===== src/rod_consts.svh =====
// constants for the op-code decoder: field positions, register numbers, bus offsets
// Overview of operation
// - immediate ops combine the eight-bit op-code constant with accumulator, result to accumulator
// - upper two register address bits come from index register bits 6..5
// - op-code bits 4..0 normally pass straight to address bits 4..0
// - register field 00000 substitutes index bits 4..0, giving indirect access
// - shared general register region forces address bits 6..5 to zero
// - address decode yields data select and write enables for each register
// - implicit ops leave the data source selection unused
// - standard ops except move-accumulator, and bitwise ops, select register data
// - branch and immediate ops select the op-code constant field
// - move-accumulator-to-register selects the accumulator as source
// - a four-bit ALU function code is derived from the op-code
// - instruction register loads only on edges with fetch strobe high
// - fetch strobe in first cycle, or one cycle later for two-cycle ops
// - program counter as destination stretches the op to two cycles
// - after power-down the fetch strobe stays low until master reset
// - master reset clears the instruction register, giving a no-op, and ends the halt state
// - op-code bit 5 picks register or accumulator destination
// - power-down indication holds until the next master reset
`ifndef ROD_CONSTS_SVH
`define ROD_CONSTS_SVH
`define ROD_IR_RESET      12'h0000
`define ROD_OP_POWER_DOWN_OP      12'h0003
`define ROD_DEST_BIT      5
`define ROD_SHARED_HI     2'h1
`define ROD_REG_INDIRECT  5'h00
`define ROD_REG_TIMER     5'h01
`define ROD_REG_PC        5'h02
`define ROD_REG_STATUS    5'h03
`define ROD_REG_POINTER   5'h04
`define ROD_REG_PORT_A    5'h05
`define ROD_REG_PORT_B    5'h06
`define ROD_REG_PORT_C    5'h07
`define ROD_STD_DECSZ     4'hb
`define ROD_STD_INCSZ     4'hf
`define ROD_STD_MOVE_ACCUM_TO_REGISTER      4'h0
`define ROD_APB_STATUS    12'h000
`define ROD_APB_CTRL      12'h004
`define ROD_STAT_PD_BIT   0
`define ROD_STAT_FETCH_BIT 1
`define ROD_STAT_IR_LSB   16
`define ROD_CTRL_MRST_BIT 0
`endif


===== src/rod_pkg.sv =====
// types shared by the op-code decoder modules
package rod_pkg;
	typedef enum logic [2:0] {
		ST_FIRST  = 3'b001,
		ST_SECOND = 3'b010,
		ST_HALT   = 3'b100
	} rod_cycle_t;
	typedef enum logic [1:0] {
		SEL_SPECIAL = 2'h0,
		SEL_GENERAL = 2'h1,
		SEL_INSTR   = 2'h2,
		SEL_ACCUM   = 2'h3
	} rod_sel_t;
	typedef enum logic [3:0] {
		ALF_PASN = 4'h0, ALF_CLR  = 4'h1, ALF_SUB  = 4'h2, ALF_DEC  = 4'h3,
		ALF_OR   = 4'h4, ALF_AND  = 4'h5, ALF_XOR  = 4'h6, ALF_ADD  = 4'h7,
		ALF_PASZ = 4'h8, ALF_NOT  = 4'h9, ALF_INC  = 4'ha, ALF_ROR  = 4'hb,
		ALF_ROL  = 4'hc, ALF_SWPN = 4'hd, ALF_BCLR = 4'he, ALF_BSET = 4'hf
	} rod_alf_t;
endpackage


===== src/rod_addr_router.sv =====
// register address router: bank bits, indirect substitution, shared region fold
`timescale 1ns/1ps
`include "rod_consts.svh"
module rod_addr_router (
	input  wire logic [4:0] reg_field_in,
	input  wire logic [7:0] pointer_in,
	output logic      [6:0] address_out
);
	logic [4:0] low_bits;
	logic       shared_region;
	assign low_bits = (reg_field_in == `ROD_REG_INDIRECT) ? pointer_in[4:0]
		: reg_field_in;
	assign shared_region = (low_bits[4:3] == `ROD_SHARED_HI);
	assign address_out = {shared_region ? 2'b00 : pointer_in[6:5], low_bits};
endmodule


===== src/rod_apb_regs.sv =====
// apb slave: status view of the decoder and a software master reset control
`timescale 1ns/1ps
`include "rod_consts.svh"
module rod_apb_regs (
	input  wire logic        clk_in,
	input  wire logic        reset_in,
	input  wire logic        psel_in,
	input  wire logic        penable_in,
	input  wire logic        pwrite_in,
	input  wire logic [11:0] paddr_in,
	input  wire logic [31:0] pwdata_in,
	output logic      [31:0] prdata_out,
	output logic             pready_out,
	output logic             pslverr_out,
	input  wire logic        power_down_in,
	input  wire logic        fetch_in,
	input  wire logic [11:0] instr_in,
	output logic             soft_reset_out
);
	logic        hit_status;
	logic        hit_ctrl;
	logic        access;
	logic [31:0] status_word;
	assign access = psel_in & penable_in;
	assign hit_status = (paddr_in == `ROD_APB_STATUS);
	assign hit_ctrl = (paddr_in == `ROD_APB_CTRL);
	assign pready_out = 1'b1;
	assign pslverr_out = access & ~(hit_status | hit_ctrl);
	always_comb begin
		status_word = 32'h0000_0000;
		status_word[`ROD_STAT_PD_BIT] = power_down_in;
		status_word[`ROD_STAT_FETCH_BIT] = fetch_in;
		status_word[`ROD_STAT_IR_LSB +: 12] = instr_in;
	end
	assign prdata_out = (access & ~pwrite_in & hit_status) ? status_word : 32'h0000_0000;
	always_ff @(posedge clk_in) begin
		if (reset_in) begin
			soft_reset_out <= 1'b0;
		end else begin
			soft_reset_out <= access & pwrite_in & hit_ctrl & pwdata_in[`ROD_CTRL_MRST_BIT];
		end
	end
endmodule


===== src/rod_op_decode_unit.sv =====
// op-code decoder: instruction register, address routing, write enables, alu code, fetch pacing
`timescale 1ns/1ps
`include "rod_consts.svh"
module rod_op_decode_unit (
	input  wire logic        clk_in,
	input  wire logic        reset_in,
	input  wire logic        master_reset_in,
	input  wire logic [11:0] opcode_bits_in,
	input  wire logic [7:0]  indirect_pointer_value_in,
	input  wire logic        skip_condition_in,
	input  wire logic        psel_in,
	input  wire logic        penable_in,
	input  wire logic        pwrite_in,
	input  wire logic [11:0] paddr_in,
	input  wire logic [31:0] pwdata_in,
	output logic      [31:0] prdata_out,
	output logic             pready_out,
	output logic             pslverr_out,
	output logic      [11:0] instruction_out,
	output logic      [6:0]  register_address_out,
	output logic      [1:0]  data_source_sel_out,
	output logic      [3:0]  alu_function_code_out,
	output logic      [7:0]  immediate_data_out,
	output logic             accumulator_write_enable_out,
	output logic             pointer_write_enable_out,
	output logic             program_counter_load_enable_out,
	output logic             port_a_write_enable_out,
	output logic             port_b_write_enable_out,
	output logic             port_c_write_enable_out,
	output logic             status_write_enable_out,
	output logic             timer_write_enable_out,
	output logic             register_ram_write_enable_out,
	output logic             fetch_next_strobe_out,
	output logic             power_down_op_out
);
	logic [11:0]         instruction_holding_register;
	rod_pkg::rod_cycle_t state;
	rod_pkg::rod_cycle_t next_state;
	logic                soft_reset;
	logic                any_master_reset;
	logic                cls_implicit;
	logic                cls_standard;
	logic                cls_bitwise;
	logic                cls_branch;
	logic                cls_immediate;
	logic                op_move_accum_to_register;
	logic                op_power_down_op;
	logic                op_skip;
	logic                dest_register;
	logic                reg_write;
	logic                pc_dest;
	logic                two_cycle;
	logic                halted;
	logic                active;
	logic [3:0]          std_op;
	logic [4:0]          low_adr;
	rod_pkg::rod_alf_t   std_alf;
	rod_pkg::rod_alf_t   alu_function_code;
	rod_pkg::rod_sel_t   sel;

	rod_addr_router u_router (
		.reg_field_in (instruction_holding_register[4:0]),
		.pointer_in   (indirect_pointer_value_in),
		.address_out  (register_address_out)
	);

	rod_apb_regs u_regs (
		.clk_in         (clk_in),
		.reset_in       (reset_in),
		.psel_in        (psel_in),
		.penable_in     (penable_in),
		.pwrite_in      (pwrite_in),
		.paddr_in       (paddr_in),
		.pwdata_in      (pwdata_in),
		.prdata_out     (prdata_out),
		.pready_out     (pready_out),
		.pslverr_out    (pslverr_out),
		.power_down_in  (power_down_op_out),
		.fetch_in       (fetch_next_strobe_out),
		.instr_in       (instruction_holding_register),
		.soft_reset_out (soft_reset)
	);

	assign any_master_reset = master_reset_in | soft_reset;

	// instruction class decode, all from the held op-code
	assign cls_implicit = (instruction_holding_register[11:5] == 7'h00);
	assign cls_standard = (instruction_holding_register[11:10] == 2'h0) & ~cls_implicit;
	assign cls_bitwise = (instruction_holding_register[11:10] == 2'h1);
	assign cls_branch = (instruction_holding_register[11:10] == 2'h2);
	assign cls_immediate = (instruction_holding_register[11:10] == 2'h3);
	assign std_op = instruction_holding_register[9:6];
	assign op_move_accum_to_register = cls_standard & (std_op == `ROD_STD_MOVE_ACCUM_TO_REGISTER);
	assign op_power_down_op = (instruction_holding_register == `ROD_OP_POWER_DOWN_OP);
	assign op_skip = (cls_standard & ((std_op == `ROD_STD_DECSZ) | (std_op == `ROD_STD_INCSZ)))
		| (cls_bitwise & instruction_holding_register[9]);
	assign dest_register = instruction_holding_register[`ROD_DEST_BIT];
	assign reg_write = (cls_standard & dest_register)
		| (cls_bitwise & ~instruction_holding_register[9]);
	assign low_adr = register_address_out[4:0];
	assign pc_dest = reg_write & (low_adr == `ROD_REG_PC);
	assign two_cycle = cls_branch | pc_dest | (op_skip & skip_condition_in);
	assign halted = (state == rod_pkg::ST_HALT);
	assign active = ~halted;

	// write enables from the routed address, the accumulator enable from the op class
	assign accumulator_write_enable_out = active
		& ((cls_standard & ~dest_register) | cls_immediate);
	assign timer_write_enable_out = active & reg_write & (low_adr == `ROD_REG_TIMER);
	assign program_counter_load_enable_out = active & pc_dest;
	assign status_write_enable_out = active & reg_write & (low_adr == `ROD_REG_STATUS);
	assign pointer_write_enable_out = active & reg_write & (low_adr == `ROD_REG_POINTER);
	assign port_a_write_enable_out = active & reg_write & (low_adr == `ROD_REG_PORT_A);
	assign port_b_write_enable_out = active & reg_write & (low_adr == `ROD_REG_PORT_B);
	assign port_c_write_enable_out = active & reg_write & (low_adr == `ROD_REG_PORT_C);
	assign register_ram_write_enable_out = active & reg_write & low_adr[4] | active & reg_write
		& (low_adr[4:3] == 2'h1);

	// data source select
	always_comb begin
		if (cls_branch | cls_immediate) begin
			sel = rod_pkg::SEL_INSTR;
		end else if (op_move_accum_to_register) begin
			sel = rod_pkg::SEL_ACCUM;
		end else if (cls_standard | cls_bitwise) begin
			sel = (low_adr[4:3] == 2'h0) ? rod_pkg::SEL_SPECIAL
				: rod_pkg::SEL_GENERAL;
		end else begin
			sel = rod_pkg::SEL_SPECIAL;
		end
	end
	assign data_source_sel_out = sel;
	assign immediate_data_out = instruction_holding_register[7:0];

	// alu function code
	always_comb begin
		unique case (std_op)
			4'h0: std_alf = rod_pkg::ALF_PASN;
			4'h1: std_alf = rod_pkg::ALF_CLR;
			4'h2: std_alf = rod_pkg::ALF_SUB;
			4'h3: std_alf = rod_pkg::ALF_DEC;
			4'h4: std_alf = rod_pkg::ALF_OR;
			4'h5: std_alf = rod_pkg::ALF_AND;
			4'h6: std_alf = rod_pkg::ALF_XOR;
			4'h7: std_alf = rod_pkg::ALF_ADD;
			4'h8: std_alf = rod_pkg::ALF_PASZ;
			4'h9: std_alf = rod_pkg::ALF_NOT;
			4'ha: std_alf = rod_pkg::ALF_INC;
			4'hb: std_alf = rod_pkg::ALF_DEC;
			4'hc: std_alf = rod_pkg::ALF_ROR;
			4'hd: std_alf = rod_pkg::ALF_ROL;
			4'he: std_alf = rod_pkg::ALF_SWPN;
			4'hf: std_alf = rod_pkg::ALF_INC;
		endcase
	end
	always_comb begin
		alu_function_code = rod_pkg::ALF_PASN;
		if (cls_standard) begin
			alu_function_code = std_alf;
		end else if (cls_bitwise) begin
			unique case (instruction_holding_register[9:8])
				2'h0: alu_function_code = rod_pkg::ALF_BCLR;
				2'h1: alu_function_code = rod_pkg::ALF_BSET;
				2'h2, 2'h3: alu_function_code = rod_pkg::ALF_PASN;
			endcase
		end else if (cls_immediate) begin
			unique case (instruction_holding_register[9:8])
				2'h0: alu_function_code = rod_pkg::ALF_PASN;
				2'h1: alu_function_code = rod_pkg::ALF_OR;
				2'h2: alu_function_code = rod_pkg::ALF_AND;
				2'h3: alu_function_code = rod_pkg::ALF_XOR;
			endcase
		end
	end
	assign alu_function_code_out = alu_function_code;

	// cycle sequencing and fetch pacing
	always_comb begin
		next_state = state;
		unique case (state)
			rod_pkg::ST_FIRST: begin
				if (op_power_down_op) begin
					next_state = rod_pkg::ST_HALT;
				end else if (two_cycle) begin
					next_state = rod_pkg::ST_SECOND;
				end
			end
			rod_pkg::ST_SECOND: begin
				next_state = rod_pkg::ST_FIRST;
			end
			rod_pkg::ST_HALT: begin
				if (any_master_reset) begin
					next_state = rod_pkg::ST_FIRST;
				end
			end
			default: begin
				next_state = rod_pkg::ST_FIRST;
			end
		endcase
	end
	assign fetch_next_strobe_out = ((state == rod_pkg::ST_FIRST) & ~two_cycle & ~op_power_down_op)
		| (state == rod_pkg::ST_SECOND);
	assign power_down_op_out = halted | op_power_down_op;
	assign instruction_out = instruction_holding_register;

	always_ff @(posedge clk_in) begin
		if (reset_in) begin
			state <= rod_pkg::ST_FIRST;
		end else begin
			state <= next_state;
		end
	end

	always_ff @(posedge clk_in) begin
		if (reset_in | any_master_reset) begin
			instruction_holding_register <= `ROD_IR_RESET;
		end else if (fetch_next_strobe_out) begin
			instruction_holding_register <= opcode_bits_in;
		end
	end

	property p_imm_acc;
		@(posedge clk_in) disable iff (reset_in)
		cls_immediate |-> accumulator_write_enable_out && data_source_sel_out == 2'h2;
	endproperty
	a_imm_acc: assert property (p_imm_acc) else $error("immediate op misrouted");
	property p_bank;
		@(posedge clk_in) disable iff (reset_in)
		register_address_out[4:3] != 2'h1 |->
			register_address_out[6:5] == indirect_pointer_value_in[6:5];
	endproperty
	a_bank: assert property (p_bank) else $error("bank bits wrong");
	property p_shared;
		@(posedge clk_in) disable iff (reset_in)
		register_address_out[4:3] == 2'h1 |-> register_address_out[6:5] == 2'h0;
	endproperty
	a_shared: assert property (p_shared) else $error("shared region not folded");
	property p_indirect;
		@(posedge clk_in) disable iff (reset_in)
		instruction_holding_register[4:0] == 5'h00 |->
			register_address_out[4:0] == indirect_pointer_value_in[4:0];
	endproperty
	a_indirect: assert property (p_indirect) else $error("indirect address wrong");
	property p_move_accum_to_register;
		@(posedge clk_in) disable iff (reset_in)
		op_move_accum_to_register |-> data_source_sel_out == 2'h3;
	endproperty
	a_move_accum_to_register: assert property (p_move_accum_to_register) else $error("move accumulator source wrong");
	property p_hold_ir;
		@(posedge clk_in) disable iff (reset_in)
		!fetch_next_strobe_out && !any_master_reset |=> $stable(instruction_holding_register);
	endproperty
	a_hold_ir: assert property (p_hold_ir) else $error("op-code loaded without fetch");
	property p_branch;
		@(posedge clk_in) disable iff (reset_in)
		cls_branch && state == rod_pkg::ST_FIRST && !any_master_reset
			|-> !fetch_next_strobe_out ##1 fetch_next_strobe_out;
	endproperty
	a_branch: assert property (p_branch) else $error("branch not two cycles");
	property p_pcdest;
		@(posedge clk_in) disable iff (reset_in)
		program_counter_load_enable_out && state == rod_pkg::ST_FIRST |-> !fetch_next_strobe_out;
	endproperty
	a_pcdest: assert property (p_pcdest) else $error("pc destination not stretched");
	property p_halt;
		@(posedge clk_in) disable iff (reset_in)
		power_down_op_out && !any_master_reset |=> power_down_op_out && !fetch_next_strobe_out;
	endproperty
	a_halt: assert property (p_halt) else $error("power-down released early");
	property p_master_reset;
		@(posedge clk_in) disable iff (reset_in)
		master_reset_in |=> instruction_holding_register == 12'h000;
	endproperty
	a_master_reset: assert property (p_master_reset) else $error("master reset left op-code");
	property p_soft;
		@(posedge clk_in) disable iff (reset_in)
		soft_reset |=> instruction_holding_register == `ROD_IR_RESET;
	endproperty
	a_soft: assert property (p_soft) else $error("soft reset left op-code");
	property p_direct;
		@(posedge clk_in) disable iff (reset_in)
		instruction_holding_register[4:0] != `ROD_REG_INDIRECT |->
			register_address_out[4:0] == instruction_holding_register[4:0];
	endproperty
	a_direct: assert property (p_direct) else $error("direct address wrong");
	property p_implicit_sel;
		@(posedge clk_in) disable iff (reset_in)
		cls_implicit |-> data_source_sel_out == 2'h0 && !accumulator_write_enable_out;
	endproperty
	a_implicit_sel: assert property (p_implicit_sel) else $error("implicit op routed");
	property p_acc_dest;
		@(posedge clk_in) disable iff (reset_in)
		cls_standard && !instruction_holding_register[`ROD_DEST_BIT]
			|-> accumulator_write_enable_out;
	endproperty
	a_acc_dest: assert property (p_acc_dest) else $error("accumulator not written");
	property p_timer_we;
		@(posedge clk_in) disable iff (reset_in)
		timer_write_enable_out |-> register_address_out[4:0] == `ROD_REG_TIMER
			&& !accumulator_write_enable_out;
	endproperty
	a_timer_we: assert property (p_timer_we) else $error("timer enable misdecoded");
	property p_single;
		@(posedge clk_in) disable iff (reset_in)
		cls_immediate && state == rod_pkg::ST_FIRST |-> fetch_next_strobe_out;
	endproperty
	a_single: assert property (p_single) else $error("immediate op stretched");
endmodule


===== config.mk =====
export PLATFORM = sky130hd
export DESIGN_NAME = rod_op_decode_unit
export DESIGN_NICKNAME = d
export VERILOG_FILES = /design/src/rod_pkg.sv /design/src/rod_addr_router.sv /design/src/rod_apb_regs.sv /design/src/rod_op_decode_unit.sv
export VERILOG_INCLUDE_DIRS = /design/src /design/src/src
export SDC_FILE = /design/constraint.sdc
export NUM_CORES = 1
export LEC_CHECK = 0
export BUFFER_PORTS_ARGS = -buffer_cell sky130_fd_sc_hd__clkbuf_2
export CORE_MARGIN = 2
export CORE_UTILIZATION = 42
export CTS_BUF_LIST = sky130_fd_sc_hd__clkbuf_4 sky130_fd_sc_hd__clkbuf_8 sky130_fd_sc_hd__clkbuf_16
export CTS_CLUSTER_DIAMETER = 100
export DETAILED_ROUTE_END_ITERATION = 8
export GPL_TIMING_DRIVEN = 0
export HOLD_SLACK_MARGIN = 0.02
export PLACE_DENSITY_LB_ADDON = 0.15
export SLEW_MARGIN = 40
export SYNTH_ARGS = -nofsm -noshare
export SYNTH_HDL_FRONTEND = slang
export SYNTH_SLANG_ARGS = --single-unit

===== constraint.sdc =====
create_clock -name clk_in -period 5.93 [get_ports clk_in]
set_input_delay 0.8895 -clock clk_in [delete_from_list [all_inputs] [get_ports clk_in]]
set_output_delay 0.8895 -clock clk_in [all_outputs]
set_load 0.005 [all_outputs]

* Word-level counts from Yosys, hierarchy flattened
Memory sizes are Yosys's and may differ from the RTL's. A register that Yosys moved wholly into a read port is not among the register bits. Index checks and enable logic that the tools add are counted.
Operators by class: equality and inequality tests 23, muxes and demuxes 18, bitwise logic cells 51, reductions and logical operators 9
Operators by type and width (number):
- $and A1 B1 Y1 | 29
- $mux W28 | 1
- $eq A5 B3 Y1 const B | 4
- $mux W4 | 5
- $pmux W4 S4 | 1
- $or A1 B1 Y1 | 14
- $eq A12 B2 Y1 const B | 1
- $eq A12 B3 Y1 const B | 1
- $logic_not A12 Y1 | 1
- $pmux W4 S3 | 1
- $eq A5 B2 Y1 const B | 2
- $mux W3 | 3
- $eq A2 B2 Y1 const B | 4
- $eq A4 B4 Y1 const B | 2
- $not A1 Y1 | 8
- $logic_not A7 Y1 | 1
- $eq A2 B1 Y1 const B | 3
- $logic_not A2 Y1 | 3
- $mux W2 | 3
- $pmux W3 S2 | 1
- $eq A5 B1 Y1 const B | 1
- $logic_not A5 Y1 | 1
- $mux W5 | 1
- $logic_not A4 Y1 | 1
- 8 further kinds | 9
Word-level totals: bits in registers 16, bits in read-only memories 64, input bits 71, output and inout port bits 78, memories 1
Memory list:
- (no name shown) | depth 16, width 4, rd ports 1, clocked after memory_dff 1, write ports 0, RTL line rod_op_decode_unit.sv:137 | unique case (std_op)

* Depth between registers and ports, before layout
Gate-level depths: netlist of run 1.
depth in word-level cells 14, depth in mapped cells 12

* Modules after synthesis
Synthesis of run 1 repeated with hierarchy kept, for this count alone.
Unflattened totals: cell total of the unflattened synthesis 214, area total of the unflattened synthesis 1704.1 um2
By module, submodules not included:
- rod_op_decode_unit | times used 1, cells each 153, area an instance 1227.4 um2
- rod_apb_regs | times used 1, cells each 48, area an instance 372.9 um2
- rod_addr_router | times used 1, cells each 13, area an instance 103.8 um2

* Worst setup path after synthesis of run 1
Ideal clock, no wire load.
path type input to output, from in paddr_in[1], to out prdata_out[25], arrival 2.095 ns, slack 2.946 ns, cell stages on the path 5, cells stage by stage nor4_1 -> and3_1 -> nand3_1 -> nor3_1 -> and2_2
On the way: longest elaborated chain between the ends 3
Ends and longest elaborated chain:
- from (decl) | RTL line rod_op_decode_unit.sv:14 | input wire logic [11:0] paddr_in,
- $logic_not A12 Y1 (no source line)
- $and A1 B1 Y1 | RTL line rod_apb_regs.sv:35 | assign prdata_out = (access & ~pwrite_in & hit_status) ? status_word : 32'h0000_0000;
- $mux W28 | RTL line rod_apb_regs.sv:35
- to (decl) | RTL line rod_op_decode_unit.sv:16 | output logic [31:0] prdata_out,
Every way passes these cells.

* Worst setup path in the final report of run 1
from reg instruction_holding_register[9], in the netlist instruction_out[9], to out prdata_out[1]
On the way: longest elaborated chain between the ends 13
Ends and longest elaborated chain:
- from (decl) | RTL line rod_op_decode_unit.sv:36 | logic [11:0] instruction_holding_register;
- from (signal assigned) | RTL line rod_op_decode_unit.sv:216 | instruction_holding_register <= `ROD_IR_RESET;
- from (signal assigned) | RTL line rod_op_decode_unit.sv:218 | instruction_holding_register <= opcode_bits_in;
- $logic_not A7 Y1 | RTL line rod_op_decode_unit.sv:87 | assign cls_implicit = (instruction_holding_register[11:5] == 7'h00);
- $not A1 Y1 | RTL line rod_op_decode_unit.sv:88 | assign cls_standard = (instruction_holding_register[11:10] == 2'h0) & ~cls_implicit;
- $and A1 B1 Y1 | RTL line rod_op_decode_unit.sv:88
- $and A1 B1 Y1 | RTL line rod_op_decode_unit.sv:98 | assign reg_write = (cls_standard & dest_register)
- $or A1 B1 Y1 | RTL line rod_op_decode_unit.sv:99 | | (cls_bitwise & ~instruction_holding_register[9]);
- $and A1 B1 Y1 | RTL line rod_op_decode_unit.sv:101 | assign pc_dest = reg_write & (low_adr == `ROD_REG_PC);
- $or A1 B1 Y1 (2 in series) | RTL line rod_op_decode_unit.sv:102 | assign two_cycle = cls_branch | pc_dest | (op_skip & skip_condition_in);
- $not A1 Y1 | RTL line rod_op_decode_unit.sv:201 | assign fetch_next_strobe_out = ((state == rod_pkg::ST_FIRST) & ~two_cycle & ~op_power_down_op)
- $and A1 B1 Y1 | RTL line rod_op_decode_unit.sv:201
- $and A1 B1 Y1 (*) | RTL line rod_op_decode_unit.sv:201
- $or A1 B1 Y1 (*) | RTL line rod_op_decode_unit.sv:202 | | (state == rod_pkg::ST_SECOND);
- $mux W28 (*) | RTL line rod_apb_regs.sv:35
Every way passes the cells marked *; elsewhere a longest branch is shown, timed or not.

==> results_dict.tcl, run 1 <==
set metrics [dict create \
    synth_fa_ha_area_share_pct 0.707 \
    tritoncts "yes" \
    drt.antenna.violating_nets 0 \
    cts_buffers 3 \
    drt_pass1_iterations 4 \
    hp-class "register to register" \
    critPathMaxFanout 10 \
    crit_type "register to primary output" \
    cts_root_buf "clkbuf_8" \
    final-max-slew-violation-count 0 \
    r2r_cells 12 \
    slowest_delay_ps 540 \
    whs_endpoint "instruction_out[3]" \
    ys_warn_count 0 \
    clock_latency_ps 270 \
    drcViolationCount 0 \
    status "completed" \
    synth_simple_gate_area_share_pct 33.7 \
    wirelength_um 4960 \
    max_freq_mhz 301 \
    synth_edf_count 0 \
    fillers 400 \
    ys_seq_area_share_pct 22.6 \
    ctsHtreeMaxLevel 1 \
    maxSlewHeadroom_pct 51.5 \
    place.gp.congestion 0.825 \
    register_area_um2 400 \
    worstMarginPinSlew_ps 720 \
    critPathCaptureType "primary output" \
    grt_overflow 0 \
    clk_pin_slew_ps 80 \
    hold-path-cell-count 2 \
    cts_hold_buf 0 \
    rsz0062_at_grt "false" \
    power.density_nw_per_um2 160 \
    fin_cells 404 \
    final_cell_area_um2 2440 \
    cts.sinks 20 \
    vias 1973 \
    finalHoldViolCount 0 \
    switching_share_pct 31.5 \
    cp_slowest_cell "or4_4" \
    synth_top_family_by_area "simple AND/OR/NAND/NOR gates" \
    area_delta_synth_final_pct 38.0 \
    crit_arrival_ps 2430 \
    ys_async_sr_fraction_pct 0 \
    antenna-diode-count 0 \
    multiInputGateArea_um2 1120 \
    die_area_um2 4750 \
    ff2ff_setup_slack_ps 2980 \
    syn_inst 236 \
    ctsResizeCount 0 \
    cts_setup_buffers 0 \
    synthFlopType "dfxtp_1" \
    grt_pass1_wl_um 7320 \
    wl_per_cell_um 12.3 \
    rows 23 \
    cp-start-kind "register" \
    initial_core_util_pct 43.9 \
    dieHeight_um 68.9 \
    grt_pass1_vias 1601 \
    core_um2 4030 \
    cp-startpoint "instruction_out[9]" \
    post-route-min-period_ps 3320 \
    r2r-end "std_alf[2]" \
    synth_cell_type_count 48 \
    clockBufferDepth 2 \
    cpLargestDelayFamily "simple AND/OR/NAND/NOR gates" \
    worstReg2RegStart "instruction_out[9]" \
    p_int_w 0.000268 \
    drive_above_1_share_pct 40.7 \
    power_frac_clock_pct 27.2 \
    finalSetupViolations 0 \
    path_cells "buf_6 > or4_4 > and4bb_4 > a311oi_4 > a21oi_4 > buf_8 > and2b_2 > clkbuf_2" \
    die_x_um 68.9 \
    total_leakage_power_nw 1.22 \
    worstHoldStart "instruction_out[3]" \
    hpwl_um 4000 \
    drtIter0Drc 96 \
    synth-xor-area-share_pct 0.990 \
    vdd_drop_max_mv 0.131 \
    cap_violations 0 \
    timing.final.crit_share_pct 55.9 \
    synth-seq-cells 20 \
    grt.total_usage_pct 20.3 \
    power.net_switching_w 0.000123 \
    nNetsFinal 427 \
    avgSynthCellArea_um2 7.50 \
    io_buffers 97 \
    path_buf_inv 3 \
    synth_compound_area_share_pct 14.3 \
    grt_max_degree 12 \
    synth_area_um2 1770 \
    io_pins 149 \
    synth_mux_area_share_pct 9.62 \
    antenna_found_initial 0 \
    post_dp_cell_area_um2 2390 \
    setup_tns_ps 0 \
    cp.required_ps 5040 \
    seqPwrFrac_pct 38.2 \
    place_inst 400 \
    pwr-share-comb_pct 34.6 \
    via_per_inst 4.88 \
    skew_ps 5.22 \
]
registers in the layout (all words and copies together) (netlist names):
signal	count
instruction_out	12
state	3
std_alf	4
u_regs.soft_reset_out	1
layout by cell type, fill, tap and decap left out, types with 3 or more instances in the layout:
| master | n |
|---|---|
| nor3_1 | 5 |
| clkbuf_8 | 4 |
| nand2b_1 | 5 |
| and2_1 | 8 |
| buf_4 | 27 |
| conb_1 | 19 |
| nor4_1 | 11 |
| a21oi_1 | 7 |
| o21ai_0 | 7 |
| inv_1 | 9 |
| mux2i_1 | 17 |
| dfxtp_1 | 20 |
| clkbuf_2 | 97 |
| nor2b_1 | 3 |
| clkbuf_1 | 8 |
| nor2_1 | 21 |
| nand2_1 | 34 |
| nand3_1 | 7 |
power groups by stage:
| stage | sequential (W) | clock [W] | combinational [W] |
|---|---|---|---|
| after global routing | 0.000151 | 0.000113 | 0.000151 |
| after CTS | 0.000149 | 0.000108 | 0.000136 |
| after floorplan | 0.000151 | 0 | 0.0000870 |
| after detailed placement | 0.000152 | 0 | 0.000135 |
| after global placement | 0.000152 | 0 | 0.000133 |
| final | 0.000149 | 0.000107 | 0.000135 |
per-stage QoR:
stage / total power (W) / setup slack [ps] / util (%) / hold WS [ps]
2_1_floorplan: 0.000238 / 2950 / - / 507
3_3_place_gp: 0.000286 / 2310 / 59.1 / 554
3_5_place_dp: 0.000288 / 2590 / 59.2 / 565
4_1_cts: 0.000393 / 2590 / 60.6 / 582
5_1_grt: 0.000415 / 2390 / 60.6 / 617
6_report: 0.000391 / 2610 / 60.6 / 573
worst max path at each step:
stage	end	slack, ps	cells after the start
finish	prdata_out[1]	2610	8
global route	prdata_out[25]	2390	7
CTS	prdata_out[1]	2590	7
detailed placement	prdata_out[1]	2590	7
global placement	prdata_out[25]	2310	7
floorplan	prdata_out[25]	2950	5
cell type report:
cell class	count	share of cell area, %
Inverter	9	1.38
Timing Repair Buffer	97	19.9
Tap cell	50	2.56
Clock buffer	4	2.26
Sequential cell	20	16.4
Multi-Input combinational cell	186	46.1
Buffer	38	11.4
cells by family (layout without fill, tap and decap cells):
kind of cell,after synthesis,count (layout)
flops,20,20
buf+inv,47,148
xor+xnor,2,2
mux,17,17
fa+ha+maj,1,1
other cells,2,19
simple gates,113,113
compound gates,34,34
synth_stat cells (all sizes together) (3+ instances only):
master,instances,area (µm²)
a21oi,8,51.3
mux2i,17,170
clkbuf,8,30.0
nand3,7,35.0
dfxtp,20,400
buf,30,249
nor2b,3,18.8
nor4,11,68.8
o21ai,7,35.0
nand2b,5,31.3
nand2,34,128
inv,9,33.8
nor3,6,30.0
nor2,21,78.8
and2,9,57.6
worst reg2reg max path: stages, from the launching register on:
cell      delay (ps)
dfxtp_1          320
buf_6            140
or4_4            540
and4bb_4         370
a311oi_4          70
a21oi_4          200
buf_8            170
buf_12           160
mux2i_1          200
ha_1             280
or2b_1           240
nand3_1           80
mux2i_1           70
layer usage:
| metal | track usage, % | wire length [µm] | up-vias |
|---|---|---|---|
| met5 | 0 | 0 | - |
| met4 | 5.15 | 48 | 0 |
| met3 | 2.60 | 383 | 5 |
| met2 | 34.4 | 2350 | 76 |
| met1 | 27.4 | 2180 | 880 |
| li1 | - | - | 1012 |
(Power assumes the default switching activity.)
==> run 2: changes to the inputs <==
--- a/config.mk
+++ b/config.mk
@@ -8,7 +8,7 @@
 export LEC_CHECK = 0
 export BUFFER_PORTS_ARGS = -buffer_cell sky130_fd_sc_hd__clkbuf_2
 export CORE_MARGIN = 2
-export CORE_UTILIZATION = 42
+export CORE_UTILIZATION = 39
 export CTS_BUF_LIST = sky130_fd_sc_hd__clkbuf_4 sky130_fd_sc_hd__clkbuf_8 sky130_fd_sc_hd__clkbuf_16
 export CTS_CLUSTER_DIAMETER = 100
 export DETAILED_ROUTE_END_ITERATION = 8
==> constraint.sdc (replaced) <==
create_clock -name clk_in -period 3.12 [get_ports clk_in]
set_input_delay 0.468 -clock clk_in [delete_from_list [all_inputs] [get_ports clk_in]]
set_output_delay 0.468 -clock clk_in [all_outputs]
set_load 0.005 [all_outputs]
==> results_dict.tcl, run 2 (synthesis results as in run 1) <==
set metrics [dict create \
    cp_slowest_cell "or4_4" \
    drt.antenna.violating_nets 0 \
    largest_reg_flops 12 \
    slowest_delay_ps 600 \
    grt_max_degree 11 \
    dieHeight_um 71.4 \
    grt_pass1_wl_um 7820 \
    power.net_switching_w 0.000227 \
    p_int_w 0.000483 \
    maxSlewHeadroom_pct 60.8 \
    antenna_found_initial 0 \
    drtIter0Drc 93 \
    power.density_nw_per_um2 292 \
    vdd_drop_max_mv 0.206 \
    final-max-slew-violation-count 0 \
    switching_share_pct 31.9 \
    cp-start-kind "register" \
    setup_tns_ps 0 \
    initial_core_util_pct 40.6 \
    hpwl_um 4100 \
    ff2ff_setup_slack_ps 190 \
    finalSetupViolations 0 \
    tritoncts "yes" \
    die_area_um2 5090 \
    hp-class "primary input to register" \
    clockBufferDepth 2 \
    setup_slack_ps 188 \
    place_inst 402 \
    cts_hold_buf 0 \
    clk_pin_slew_ps 70 \
    die_x_um 71.4 \
    dp_worst_setup_slack_ps 192 \
    path_cells "or4_4 > and4bb_4 > a311oi_4 > a21oi_4 > buf_8 > buf_12 > mux2i_1 > ha_1 > or2b_1 > nand3_1 > mux2i_1" \
    critPathCaptureType "register" \
    whs_endpoint "instruction_out[4]" \
    crit_type "register to register" \
    power_frac_clock_pct 23.6 \
    post_dp_cell_area_um2 2390 \
    cts_root_buf "clkbuf_8" \
    final_cell_area_um2 2440 \
    grt_overflow 0 \
    layout_common_cells "97 x clkbuf_2, 34 x nand2_1, 27 x buf_4" \
    drcViolationCount 0 \
    pwr-share-comb_pct 36.3 \
    place.gp.congestion 0.885 \
    cts_setup_buffers 0 \
    critPathMaxFanout 10 \
    io_pins 149 \
    p_total_w 0.000710 \
    total_leakage_power_nw 1.21 \
    io_buffers 97 \
    status "completed" \
    post-route-min-period_ps 2930 \
    crit_arrival_ps 3080 \
    hold-path-cell-count 3 \
    grt_pass1_vias 1760 \
    core_um2 4350 \
    seqPwrFrac_pct 40.1 \
    cts_buffers 3 \
    cp.required_ps 3270 \
    area_delta_synth_final_pct 37.7 \
    drive_above_1_share_pct 40.8 \
    antenna-diode-count 0 \
    final_common_cell "clkbuf_2" \
    drt_pass1_iterations 4 \
    grt.total_usage_pct 18.6 \
    clock_latency_ps 260 \
    max_freq_mhz 341 \
    rsz0062_at_grt "false" \
    fin_cells 405 \
    timing.final.crit_share_pct 94.0 \
    nNetsFinal 427 \
    rows 24 \
    worstReg2RegStart "instruction_out[8]" \
    r2r_cells 11 \
    r2r-end "std_alf[2]" \
    cap_violations 0 \
    cts.sinks 20 \
    via_per_inst 4.92 \
    worstHoldStart "opcode_bits_in[4]" \
    path_common_cell "mux2i_1" \
    wirelength_um 4990 \
    skew_ps 1.29 \
    ctsHtreeMaxLevel 1 \
    wl_per_cell_um 12.3 \
    finalHoldViolCount 0 \
    worstMarginPinSlew_ps 585 \
    vias 1991 \
]
==> run 2: cell types whose count changed in the layout (fill, tap and decap cells not counted), sizes merged <==
cell / previous run / this run
clkbuf: 109 / 108
==> run 2: what timing repair did <==
action	CTS	global route
setup endpoints to repair	0	1
resized for setup	0	1
hold endpoints to repair	0	0
==> run 2: routing by layer <==
layer | share of wire (%) | GRT usage [%]
met4 | 1.8 | 4.82
met5 | 0 | 0
met2 | 47 | 33.3
met3 | 7.8 | 3.80
met1 | 43 | 22.7
==> run 2: area by class of cell <==
class / instances / area [µm²]
fill: 457 / 1920
multi-input combinational: 186 / 1130
timing repair buffer: 97 / 485
sequential: 20 / 400
buffer: 38 / 279
tap: 52 / 65.1
clock buffer: 3 / 41.3
inverter: 9 / 33.8
==> run 2: power groups by stage <==
stage	clock (W)	combinational [W]	sequential, W
2_1_floorplan	0	0.000165	0.000286
3_3_place_gp	0	0.000256	0.000290
3_5_place_dp	0	0.000258	0.000290
4_1_cts	0.000170	0.000259	0.000284
5_1_grt	0.000178	0.000286	0.000287
6_report	0.000168	0.000258	0.000285
==> run 2: critical path: cells and delay by family (launching register included) <==
family	cells	cell delay (ps)
flip-flops	1	410
AND/OR/NAND/NOR	4	1270
AO/OA/AOI/OAI	2	250
adder cells (fa/ha/maj)	1	290
multiplexers	2	280
buffers and inverters	2	320
==> run 2: stage by stage <==
step | hold WS (ps) | utilization [%]
3_5_place_dp | 558 | 54.9
3_3_place_gp | 550 | 54.7
5_1_grt | 444 | 55.9
2_1_floorplan | 507 | -
4_1_cts | 439 | 55.8
6_report | 434 | 55.9
==> run 2: how the worst max path moves through the flow <==
stage                      end  cells after the start               start
global placement    std_alf[2]                     11  instruction_out[8]
floorplan           std_alf[2]                     12  instruction_out[9]
CTS                 std_alf[2]                     11  instruction_out[8]
detailed placement  std_alf[2]                     12  instruction_out[9]
global route        std_alf[1]                     11  instruction_out[8]
finish              std_alf[2]                     11  instruction_out[8]
==> run 3: changes to the inputs <==
--- a/config.mk
+++ b/config.mk
@@ -14,6 +14,7 @@
 export DETAILED_ROUTE_END_ITERATION = 8
 export GPL_TIMING_DRIVEN = 0
 export HOLD_SLACK_MARGIN = 0.02
+export MAX_ROUTING_LAYER = met4
 export PLACE_DENSITY_LB_ADDON = 0.15
 export SLEW_MARGIN = 40
 export SYNTH_ARGS = -nofsm -noshare
==> results_dict.tcl, run 3 (synthesis results as in run 1) <==
set metrics [dict create \
    cts_root_buf "clkbuf_8" \
    clk_pin_slew_ps 70 \
    cp.required_ps 3270 \
    worstMarginPinSlew_ps 581 \
    ctsHtreeMaxLevel 1 \
    register_area_um2 400 \
    total_leakage_power_nw 1.21 \
    antenna_found_initial 0 \
    r2r_cells 11 \
    power.net_switching_w 0.000227 \
    skew_ps 1.90 \
    drive_above_1_share_pct 40.8 \
    fillers 457 \
    setup_tns_ps 0 \
    grt_pass1_vias 1756 \
    die_x_um 71.4 \
    via_per_inst 4.92 \
    rows 24 \
    setup_slack_ps 196 \
    power_frac_clock_pct 23.6 \
    seqPwrFrac_pct 40.1 \
    cap_violations 0 \
    largest_reg_flops 12 \
    io_pins 149 \
    wirelength_um 5010 \
    post-route-min-period_ps 2920 \
    grt_max_degree 11 \
    drt_pass1_iterations 4 \
    fin_hold_ws_ps 433 \
    cp-start-kind "register" \
    grt_pass1_wl_um 7830 \
    wl_per_cell_um 12.4 \
    r2r-end "std_alf[2]" \
    power.density_nw_per_um2 292 \
    finalHoldViolCount 0 \
    multiInputGateArea_um2 1130 \
    initial_core_util_pct 40.6 \
    clock_latency_ps 260 \
    maxSlewHeadroom_pct 61.0 \
    vias 1991 \
    final-max-slew-violation-count 0 \
    core_um2 4350 \
    hpwl_um 4100 \
    dp_worst_setup_slack_ps 192 \
    place.gp.congestion 0.900 \
    hp-class "primary input to register" \
    cp-startpoint "instruction_out[8]" \
    cts_setup_buffers 0 \
    layout_common_cells "97 x clkbuf_2, 34 x nand2_1, 27 x buf_4" \
    nNetsFinal 427 \
    io_buffers 97 \
    dieHeight_um 71.4 \
    switching_share_pct 31.9 \
    drt.antenna.violating_nets 0 \
    critPathMaxFanout 10 \
    pwr-share-comb_pct 36.3 \
    grt.total_usage_pct 19.2 \
    setup.worst_path.end "std_alf[2]" \
    cts_hold_buf 0 \
    area_delta_synth_final_pct 37.7 \
    die_area_um2 5090 \
    vdd_drop_max_mv 0.207 \
    cts_buffers 3 \
    grt_overflow 0 \
    cts.sinks 20 \
    worstReg2RegStart "instruction_out[8]" \
    max_freq_mhz 342 \
    crit_arrival_ps 3070 \
    p_total_w 0.000710 \
    final_common_cell "clkbuf_2" \
    critPathCaptureType "register" \
    drtIter0Drc 112 \
    status "completed" \
    crit_type "register to register" \
    ff2ff_setup_slack_ps 200 \
    rsz0062_at_grt "false" \
    p_int_w 0.000483 \
    clockBufferDepth 2 \
    tritoncts "yes" \
    antenna-diode-count 0 \
    timing.final.crit_share_pct 93.7 \
    finalSetupViolations 0 \
    drcViolationCount 0 \
]
[run 3: per-stage QoR]
stage | cells | util (%) | cell area (µm²)
5_1_grt | 405 | 55.9 | 2440
3_5_place_dp | 402 | 54.9 | 2390
4_1_cts | 405 | 55.8 | 2430
3_3_place_gp | 402 | 54.7 | 2380
2_1_floorplan | 253 | - | 1830
6_report | 405 | 55.9 | 2440
[run 3: critical path, stage by stage (launching register included)]
cell	delay, ps
dfxtp_1	410
or4_4	610
and4bb_4	370
a311oi_4	70
a21oi_4	180
buf_8	170
buf_12	150
mux2i_1	210
ha_1	280
or2b_1	220
nand3_1	70
mux2i_1	70
[run 3: layer usage]
metal	wire length, µm	track usage (%)
met4	89	4.82
met5	0	-
met1	2210	22.9
met2	2340	33.3
met3	368	3.66
[run 3: worst min path at each step]
stage                               start             endpoint  slack (ps)  cells past startpoint
finish                  opcode_bits_in[4]   instruction_out[4]         430                      3
global route            opcode_bits_in[1]   instruction_out[1]         440                      3
floorplan                        state[1]             state[0]         510                      2
global placement    u_regs.soft_reset_out             state[0]         550                      2
detailed placement     instruction_out[3]   instruction_out[3]         560                      2
CTS                    opcode_bits_in[11]  instruction_out[11]         440                      3
[run 3: power by group through the flow]
| stage | registers [W] | clock network, W | logic [W] |
|---|---|---|---|
| after CTS | 0.000284 | 0.000170 | 0.000259 |
| after floorplan | 0.000286 | 0 | 0.000165 |
| after detailed placement | 0.000290 | 0 | 0.000258 |
| after global routing | 0.000287 | 0.000180 | 0.000286 |
| after global placement | 0.000290 | 0 | 0.000256 |
| final | 0.000285 | 0.000168 | 0.000258 |
[run 3: area by class of cell]
| type | instances | share of cell area, % |
|---|---|---|
| Buffer | 38 | 11.5 |
| Clock buffer | 3 | 1.69 |
| Inverter | 9 | 1.39 |
| Multi-Input combinational cell | 186 | 46.4 |
| Sequential cell | 20 | 16.4 |
| Tap cell | 52 | 2.67 |
| Timing Repair Buffer | 97 | 19.9 |
[run 3: timing repair]
action / CTS / global route
gates resized for setup: 0 / 1
endpoints found under the hold margin: 0 / 0
endpoints found under the setup margin: 0 / 1
